--- src/cirq_pkg.sv ---
// package for the core interrupt and configuration register block
// assumes an 8-bit register port with one-cycle read latency
package cirq_pkg;

  // ---------------------------------------------------------------
  // register offsets
  // ---------------------------------------------------------------
  localparam logic [7:0] ADDR_INTCTL_B0 = 8'h0B;
  localparam logic [7:0] ADDR_INTCTL_B1 = 8'h8B;
  localparam logic [7:0] ADDR_PFLAGS    = 8'h0C;
  localparam logic [7:0] ADDR_PRESCALE  = 8'h81;
  localparam logic [7:0] ADDR_PENABLES  = 8'h8C;
  localparam logic [7:0] ADDR_RSTCAUSE  = 8'h8E;
  localparam logic [7:0] ADDR_OSCTRIM   = 8'h90;
  localparam logic [7:0] ADDR_PINCHG    = 8'h96;

  // ---------------------------------------------------------------
  // field positions
  // ---------------------------------------------------------------
  localparam int BIT_PULLUP_DIS  = 7;
  localparam int BIT_EDGE_SEL    = 6;
  localparam int BIT_T0_SRC      = 5;
  localparam int BIT_T0_EDGE     = 4;
  localparam int BIT_PS_ASSIGN   = 3;
  localparam int BIT_GIE         = 7;
  localparam int BIT_PERIPHERAL_IRQ_ENABLE        = 6;
  localparam int BIT_T0_EN       = 5;
  localparam int BIT_EXT_EN      = 4;
  localparam int BIT_PC_EN       = 3;
  localparam int BIT_T0_FLAG     = 2;
  localparam int BIT_EXT_FLAG    = 1;
  localparam int BIT_PC_FLAG     = 0;
  localparam int BIT_NVM         = 7;
  localparam int BIT_CONV        = 6;
  localparam int BIT_CMP         = 3;
  localparam int BIT_TMR1        = 0;
  localparam int BIT_POR         = 1;
  localparam int BIT_BOD         = 0;

  // ---------------------------------------------------------------
  // masks and reset values
  // ---------------------------------------------------------------
  localparam logic [7:0] PERIPH_MASK   = 8'hC9;
  localparam logic [7:0] RSTCAUSE_MASK = 8'h03;
  localparam logic [7:0] TRIM_MASK     = 8'hFC;
  localparam logic [5:0] PIN_MASK      = 6'h3F;
  localparam logic [7:0] RST_PRESCALE  = 8'hFF;
  localparam logic [7:0] RST_INTCTL    = 8'h00;
  localparam logic [7:0] RST_PERIPH    = 8'h00;
  localparam logic [5:0] RST_TRIM      = 6'h20;
  localparam logic [5:0] RST_PINCHG    = 6'h00;
  localparam logic [1:0] RST_RSTCAUSE  = 2'h3;
  localparam logic [8:0] RST_T0_DIV    = 9'h001;
  localparam logic [7:0] RST_WD_DIV    = 8'h80;

  // ---------------------------------------------------------------
  // carriers
  // ---------------------------------------------------------------
  typedef struct packed {
    logic [7:0] addr;
    logic [7:0] wdata;
    logic       wr;
    logic       rd;
  } cirq_bus_t;

  typedef struct packed {
    logic       pullup_global_disable;
    logic       ext_irq_edge_select;
    logic       timer0_clock_source;
    logic       timer0_source_edge;
    logic       prescaler_assign;
    logic [2:0] prescaler_rate;
  } cirq_prescale_t;

endpackage : cirq_pkg

--- src/cirq_regs.sv ---
// core interrupt enable/flag and configuration register block
// assumes single clock; events and pins synchronous to clk_sys_i
//
// Local design decision: the strobed register port.
`timescale 1ns/1ps
module cirq_regs (
  // clock and reset
  input  wire logic                     clk_sys_i,
  input  wire logic                     rst_n_i,
  // reset causes
  input  wire logic                     por_event_i,
  input  wire logic                     bod_event_i,
  // register port
  input  wire cirq_pkg::cirq_bus_t      bus_i,
  output logic [7:0]                    rdata_o,
  // events
  input  wire logic                     timer0_ovf_i,
  input  wire logic                     ext_irq_pin_i,
  input  wire logic [5:0]               port_pins_i,
  input  wire logic                     port_read_i,
  input  wire logic                     nvm_write_done_i,
  input  wire logic                     conversion_done_i,
  input  wire logic                     comparator_change_i,
  input  wire logic                     timer1_ovf_i,
  // interrupt request and configuration outputs
  output logic                          irq_o,
  output cirq_pkg::cirq_prescale_t      prescale_o,
  output logic                          pullups_enabled_o,
  output logic [8:0]                    timer0_div_o,
  output logic [7:0]                    watchdog_div_o,
  output logic [5:0]                    osc_trim_field_o
);

  // ---------------------------------------------------------------
  // decode
  // ---------------------------------------------------------------
  function automatic logic hit(input logic [7:0] a, input logic [7:0] b);
    hit = (a == b);
  endfunction : hit

  logic wr_intctl;
  logic wr_pflags;
  logic wr_prescale;
  logic wr_penables;
  logic wr_rstcause;
  logic wr_trim;
  logic wr_pinchg;
  assign wr_intctl   = bus_i.wr && (hit(bus_i.addr, cirq_pkg::ADDR_INTCTL_B0)
                       || hit(bus_i.addr, cirq_pkg::ADDR_INTCTL_B1));
  assign wr_pflags   = bus_i.wr && hit(bus_i.addr, cirq_pkg::ADDR_PFLAGS);
  assign wr_prescale = bus_i.wr && hit(bus_i.addr, cirq_pkg::ADDR_PRESCALE);
  assign wr_penables = bus_i.wr && hit(bus_i.addr, cirq_pkg::ADDR_PENABLES);
  assign wr_rstcause = bus_i.wr && hit(bus_i.addr, cirq_pkg::ADDR_RSTCAUSE);
  assign wr_trim     = bus_i.wr && hit(bus_i.addr, cirq_pkg::ADDR_OSCTRIM);
  assign wr_pinchg   = bus_i.wr && hit(bus_i.addr, cirq_pkg::ADDR_PINCHG);

  // ---------------------------------------------------------------
  // prescaler configuration
  // ---------------------------------------------------------------
  logic [7:0] prescale_q;
  always_ff @(posedge clk_sys_i or negedge rst_n_i) begin
    if (!rst_n_i) begin
      prescale_q <= cirq_pkg::RST_PRESCALE;
    end else if (wr_prescale) begin
      prescale_q <= bus_i.wdata;
    end
  end

  // derived configuration outputs, registered
  logic [8:0] t0_div_d;
  logic [7:0] wd_div_d;
  always_comb begin
    t0_div_d = 9'h000;
    wd_div_d = 8'h00;
    if (prescale_q[cirq_pkg::BIT_PS_ASSIGN]) begin
      t0_div_d = 9'h001;
      wd_div_d = 8'h01 << prescale_q[2:0];
    end else begin
      t0_div_d = 9'h002 << prescale_q[2:0];
      wd_div_d = 8'h01;
    end
  end

  always_ff @(posedge clk_sys_i or negedge rst_n_i) begin
    if (!rst_n_i) begin
      prescale_o        <= cirq_pkg::RST_PRESCALE;
      pullups_enabled_o <= 1'b0;
      timer0_div_o      <= cirq_pkg::RST_T0_DIV;
      watchdog_div_o    <= cirq_pkg::RST_WD_DIV;
    end else begin
      prescale_o        <= prescale_q;
      pullups_enabled_o <= ~prescale_q[cirq_pkg::BIT_PULLUP_DIS];
      timer0_div_o      <= t0_div_d;
      watchdog_div_o    <= wd_div_d;
    end
  end

  // ---------------------------------------------------------------
  // event detection
  // ---------------------------------------------------------------
  logic       ext_q;
  logic       ext_armed_q;
  logic [5:0] latch_q;
  logic [5:0] pin_en_q;
  logic       ext_edge;
  logic       pc_mismatch;
  // armed flag: no false edge when the pin idles high out of reset
  always_ff @(posedge clk_sys_i or negedge rst_n_i) begin
    if (!rst_n_i) begin
      ext_q       <= 1'b0;
      ext_armed_q <= 1'b0;
    end else begin
      ext_q       <= ext_irq_pin_i;
      ext_armed_q <= 1'b1;
    end
  end
  assign ext_edge = ext_armed_q && (prescale_q[cirq_pkg::BIT_EDGE_SEL]
                  ? (ext_irq_pin_i && !ext_q)
                  : (!ext_irq_pin_i && ext_q));

  always_ff @(posedge clk_sys_i or negedge rst_n_i) begin
    if (!rst_n_i) begin
      latch_q <= 6'h00;
    end else if (port_read_i) begin
      latch_q <= port_pins_i;
    end
  end
  assign pc_mismatch = |((port_pins_i ^ latch_q) & pin_en_q);

  always_ff @(posedge clk_sys_i or negedge rst_n_i) begin
    if (!rst_n_i) begin
      pin_en_q <= cirq_pkg::RST_PINCHG;
    end else if (wr_pinchg) begin
      pin_en_q <= bus_i.wdata[5:0] & cirq_pkg::PIN_MASK;
    end
  end

  // ---------------------------------------------------------------
  // interrupt control register
  // ---------------------------------------------------------------
  logic [7:0] intctl_q;
  logic [2:0] core_set;
  assign core_set = {timer0_ovf_i, ext_edge, pc_mismatch};
  always_ff @(posedge clk_sys_i or negedge rst_n_i) begin
    if (!rst_n_i) begin
      intctl_q <= cirq_pkg::RST_INTCTL;
    end else begin
      if (wr_intctl) begin
        intctl_q <= bus_i.wdata | {5'h00, core_set};
      end else begin
        intctl_q <= intctl_q | {5'h00, core_set};
      end
    end
  end

  // ---------------------------------------------------------------
  // peripheral enables and flags
  // ---------------------------------------------------------------
  logic [7:0] penables_q;
  logic [7:0] pflags_q;
  logic [7:0] pset;
  always_comb begin
    pset = 8'h00;
    pset[cirq_pkg::BIT_NVM]  = nvm_write_done_i;
    pset[cirq_pkg::BIT_CONV] = conversion_done_i;
    pset[cirq_pkg::BIT_CMP]  = comparator_change_i;
    pset[cirq_pkg::BIT_TMR1] = timer1_ovf_i;
  end

  always_ff @(posedge clk_sys_i or negedge rst_n_i) begin
    if (!rst_n_i) begin
      penables_q <= cirq_pkg::RST_PERIPH;
    end else if (wr_penables) begin
      penables_q <= bus_i.wdata & cirq_pkg::PERIPH_MASK;
    end
  end

  always_ff @(posedge clk_sys_i or negedge rst_n_i) begin
    if (!rst_n_i) begin
      pflags_q <= cirq_pkg::RST_PERIPH;
    end else if (wr_pflags) begin
      pflags_q <= (bus_i.wdata | pset) & cirq_pkg::PERIPH_MASK;
    end else begin
      pflags_q <= pflags_q | pset;
    end
  end

  // ---------------------------------------------------------------
  // reset cause and trim
  // ---------------------------------------------------------------
  logic [1:0] rstcause_q;
  logic [5:0] trim_q;
  always_ff @(posedge clk_sys_i or negedge rst_n_i) begin
    if (!rst_n_i) begin
      rstcause_q <= cirq_pkg::RST_RSTCAUSE;
    end else begin
      if (wr_rstcause) begin
        rstcause_q <= bus_i.wdata[1:0];
      end
      if (por_event_i) begin
        rstcause_q[cirq_pkg::BIT_POR] <= 1'b0;
      end
      if (bod_event_i) begin
        rstcause_q[cirq_pkg::BIT_BOD] <= 1'b0;
      end
    end
  end

  always_ff @(posedge clk_sys_i or negedge rst_n_i) begin
    if (!rst_n_i) begin
      trim_q <= cirq_pkg::RST_TRIM;
    end else if (wr_trim) begin
      trim_q <= bus_i.wdata[7:2];
    end
  end

  always_ff @(posedge clk_sys_i or negedge rst_n_i) begin
    if (!rst_n_i) begin
      osc_trim_field_o <= cirq_pkg::RST_TRIM;
    end else begin
      osc_trim_field_o <= trim_q;
    end
  end

  // ---------------------------------------------------------------
  // interrupt request
  // ---------------------------------------------------------------
  logic core_req;
  logic periph_req;
  assign core_req   = |(intctl_q[5:3] & intctl_q[2:0]);
  assign periph_req = intctl_q[cirq_pkg::BIT_PERIPHERAL_IRQ_ENABLE]
                    && |(penables_q & pflags_q);

  always_ff @(posedge clk_sys_i or negedge rst_n_i) begin
    if (!rst_n_i) begin
      irq_o <= 1'b0;
    end else begin
      irq_o <= intctl_q[cirq_pkg::BIT_GIE]
            && (core_req || periph_req);
    end
  end

  // ---------------------------------------------------------------
  // read port
  // ---------------------------------------------------------------
  logic [7:0] rdata_d;
  always_comb begin
    rdata_d = 8'h00;
    case (bus_i.addr)
      cirq_pkg::ADDR_INTCTL_B0: rdata_d = intctl_q;
      cirq_pkg::ADDR_INTCTL_B1: rdata_d = intctl_q;
      cirq_pkg::ADDR_PFLAGS:    rdata_d = pflags_q;
      cirq_pkg::ADDR_PRESCALE:  rdata_d = prescale_q;
      cirq_pkg::ADDR_PENABLES:  rdata_d = penables_q;
      cirq_pkg::ADDR_RSTCAUSE:  rdata_d = {6'h00, rstcause_q};
      cirq_pkg::ADDR_OSCTRIM:   rdata_d = {trim_q, 2'h0};
      cirq_pkg::ADDR_PINCHG:    rdata_d = {2'h0, pin_en_q};
      default:                  rdata_d = 8'h00;
    endcase
  end

  always_ff @(posedge clk_sys_i or negedge rst_n_i) begin
    if (!rst_n_i) begin
      rdata_o <= 8'h00;
    end else if (bus_i.rd) begin
      rdata_o <= rdata_d;
    end else begin
      rdata_o <= 8'h00;
    end
  end
endmodule : cirq_regs

--- config.mk ---
export PLATFORM = sky130hd
export DESIGN_NAME = cirq_regs
export DESIGN_NICKNAME = d
export VERILOG_FILES = /design/src/cirq_pkg.sv /design/src/cirq_regs.sv
export SDC_FILE = /design/constraint.sdc
export NUM_CORES = 1
export LEC_CHECK = 0
export ABC_AREA = 1
export BUFFER_PORTS_ARGS = -buffer_cell sky130_fd_sc_hd__buf_4
export CELL_PAD_IN_SITES_DETAIL_PLACEMENT = 1
export CELL_PAD_IN_SITES_GLOBAL_PLACEMENT = 2
export CORE_MARGIN = 4
export CORE_UTILIZATION = 30
export CTS_CLUSTER_DIAMETER = 30
export DETAILED_ROUTE_END_ITERATION = 16
export PLACE_DENSITY_LB_ADDON = 0.05
export REMOVE_ABC_BUFFERS = 1
export SETUP_SLACK_MARGIN = 0.02
export SLEW_MARGIN = 30
export SYNTH_ARGS = -nofsm -noshare
export SYNTH_HDL_FRONTEND = slang
export SYNTH_SLANG_ARGS = --single-unit
export TNS_END_PERCENT = 50
--- constraint.sdc ---
create_clock -name clk_sys_i -period 1.3 [get_ports clk_sys_i]
set_clock_uncertainty 0.1 [all_clocks]
set_input_delay 0.26 -clock clk_sys_i [delete_from_list [all_inputs] [get_ports clk_sys_i]]
set_output_delay 0.26 -clock clk_sys_i [all_outputs]
set_load 0.02 [all_outputs]
==> results.toml <==
[cells_and_area]
num-nets-final = 525
antenna_cells = 0
nFillCells = 1328
area_delta_synth_final_pct = 40.74
finalNonFillerCells = 638
fin_area_um2 = 5027
drive_above_1_share = 0.3737
fin_util = 0.4365

[cts]
cts_buffers = 9
cts_sinks = 86
clockBufferDepth = 2
cts_tree = "built"
clk_latency_ps = 350
clk_pin_slew_worst_paths_ps = 60
h-tree-depth = 3
root_buffer = "clkbuf_16"

[critical_path]
reg2reg_slack_ps = 110
cp-end-kind = "primary output"
rr_worst_depth = 5
critPathMaxFanout = 2
worst_path_dominant_cell_family = "flip-flops"
crit_path_cell_trace = "buf_4"
required_ps = 940
r2r-end = "intctl_q[0]"
arrival_ps = 1000
crit_buf_inv = 1
crit_path_top_delay_cell = "dfstp_2"
start_kind = "flop"
max_stage_delay_ps = 530
crit-reg2reg-launch = "latch_q[1]"
path_class = "flop to primary output"

[sta]
rsz0062_at_grt = "true"
setup_viol = 11
finalHoldViolCount = 0
fin_crit_sh = 1.044
min_period_ps = 1357
final.setup.worst_slack_ps = -56.75
final-max-slew-violation-count = 0
fmax_mhz = 737.1

[yosys]
ys_types = 30
muxShareOfSynthArea = 0.01891
synthCells = 367
yosysTopAreaCellShare = 0.4553
post-synth-top-area-cell = "dfrtp_1"
synth-seq-cells = 86
synth-seq-area-share = 0.6098
synth_area_um2 = 3572
synth_xor_area_frac = 0.004904
synthTopCellsByArea = "dfrtp_1 46%, dfstp_2 15%, nand2_1 7.7%"
synth_compound_area_frac = 0.08651
synth-adder-area-share = 0
yosys_warnings = 0
synthSimpleGateAreaFrac = 0.2294
synth_top_family_by_area = "simple AND/OR/NAND/NOR gates"
syn_area_per_cell_um2 = 9.733

[placed_design]
dpl_cell_area_um2 = 4616
dp.cells = 617
gp_congestion = 0.8031
place_hpwl_um = 8196
dp_slack_ps = -241.9
portBuffers = 75

[global_routing]
grt_max_degree = 25
grt_pass1_wl_um = 16460
grt_antenna_before_repair = 0
grt-ovfl-total = 0
grtUsageTotal = 0.1623
grt_pass1_vias = 3112

[run_status]
violations = "setup timing"
status = "complete, but fails checks"

[route]
vias_per_cell = 4.654
drt-initial-drc-count = 81
drc_errors = 0
wire_per_inst_um = 16.03
firstDrtPassIters = 4
ant_nets = 0
routed_wirelength_um = 10230
via_count = 2969

[floorplan]
core-area_um2 = 11520
pin_count = 76
fp.dieW_um = 117.1
placementRows = 39
start_util = 0.3102
die_area_um2 = 13720
die_h_um = 117.1

[hold_path]
min_path_cells = 3
min_path_type = "input port to flop"
min_to = "pflags_q[6]"
hp-start = "conversion_done_i"

[power_and_ir_drop]
p_leak_uw = 0.002440
power_density_nw_per_um2 = 1274
irDropWorstVdd_mv = 0.8187

[job]
cap_viol_max_count = 0
==> how the worst max path moves through the flow <==
stage / from / endpoint / slack [ps] / cells past startpoint
2_1_floorplan: bus_i[16] / pin_en_q[3] / -360 / 7
3_3_place_gp: bus_i[16] / prescale_q[5] / -250 / 10
3_5_place_dp: bus_i[16] / prescale_q[5] / -240 / 10
4_1_cts: prescale_o[0] / prescale_o[0] / -80 / 1
5_1_grt: prescale_o[0] / prescale_o[0] / -90 / 1
6_report: timer0_div_o[0] / prescale_o[3] / -60 / 1
==> stage by stage <==
stage	hold slack, ps	setup TNS (ps)	total power (uW)
final	9.718	-500.8	6405
after floorplan	-135.6	-3945	3275
after global routing	5.331	-903.6	6709
after CTS	1.374	-692.6	6512
after detailed placement	120.2	-7685	3716
after global placement	115.3	-7290	3696
==> placed cells by master (no fill, tap or decap), types with 2 or more instances in the layout <==
cell and n:
nor2_1 37, buf_4 102, nand2_1 72, inv_2 2, o21ai_2 5, nand3_1 47, nand3_2 2, nor2_4 6
o22ai_1 2, a21oi_1 10, buf_6 11, dlygate4sd3_1 5, xnor2_1 2, buf_12 4, dfstp_2 21, inv_1 28
o21ai_0 26, dfrtp_1 65, o21ai_1 3, clkbuf_16 9, mux2_2 6, nor2_2 4, nor4_1 2, nand2_2 4
nand3b_1 2, o21a_1 5, inv_6 3
==> metal layers <==
layer	vias up	track usage	wire, um
li1	1444	-	-
met1	1455	0.2193	4893
met2	60	0.2548	4702
met3	10	0.04319	485
met4	0	0.05275	144
met5	-	0	0
==> registers in the layout, summed over array words and instances, names as in the netlist, 4 cells and up <==
| name | count |
|---|---|
| timer0_div_o | 9 |
| intctl_q | 8 |
| prescale_q | 8 |
| rdata_o | 8 |
| watchdog_div_o | 8 |
| prescale_o | 7 |
| latch_q | 6 |
| osc_trim_field_o | 6 |
| pin_en_q | 6 |
| trim_q | 6 |
| penables_q | 4 |
| pflags_q | 4 |
==> logic make-up (layout without fill, tap and decap cells) <==
family                    count (synthesis)  in the layout
AOI/OAI and AO/OA                        54             54
muxes                                     6              6
DFF                                      86             86
buffers and inverters                    40            168
other                                     1              1
xor gates and xnor gates                  2              2
and+or+nand+nor                         178            178
==> report_power, final <==
| group | switching (uW) | internal (uW) |
|---|---|---|
| Combinational | 390 | 337 |
| Clock | 1140 | 1580 |
| Sequential | 103 | 2860 |
==> tightest hold or removal path, cell delays in order <==
cell     delay [ps]
buf_4            80
a21oi_1          30
o21ai_0          50
==> Yosys cell counts <==
cell	n
clkbuf_1	3
nor4_1	2
o21ai_2	5
buf_2	3
nand4_1	1
o21ai_0	27
dfstp_2	21
buf_4	2
mux2_2	6
or2_2	1
nand3_1	47
conb_1	1
o22ai_1	2
nor2_2	4
a21oi_1	11
nand2_1	73
nor2_4	6
o31ai_1	1
nand2_2	3
nor2_1	37
nand3_2	2
o21ai_1	2
inv_2	2
a21boi_0	1
xnor2_1	2
o21a_1	5
inv_1	28
buf_6	2
dfrtp_1	65
nand3b_1	2
==> area by class of cell <==
| type | count | area [um2] | share of cell area |
|---|---|---|---|
| flip-flops and latches | 86 | 2178 | 0.4333 |
| clock inverters | 6 | 75.07 | 0.01493 |
| well taps | 143 | 178.9 | 0.03559 |
| multi-input cells | 241 | 1224 | 0.2434 |
| repair buffers | 122 | 1020 | 0.2028 |
| inverters | 30 | 112.6 | 0.02240 |
| clock buffers | 10 | 239.0 | 0.04754 |
==> repair_timing <==
item                       in CTS  in global routing
buffers inserted                0                  0
setup endpoints to repair      12                 18
hold endpoints to repair       13                  0
gates resized for setup        10                  4
hold buffers                    5                  0
pin swaps                       0                  0
Note: power is estimated with default switching activity, not from simulation.
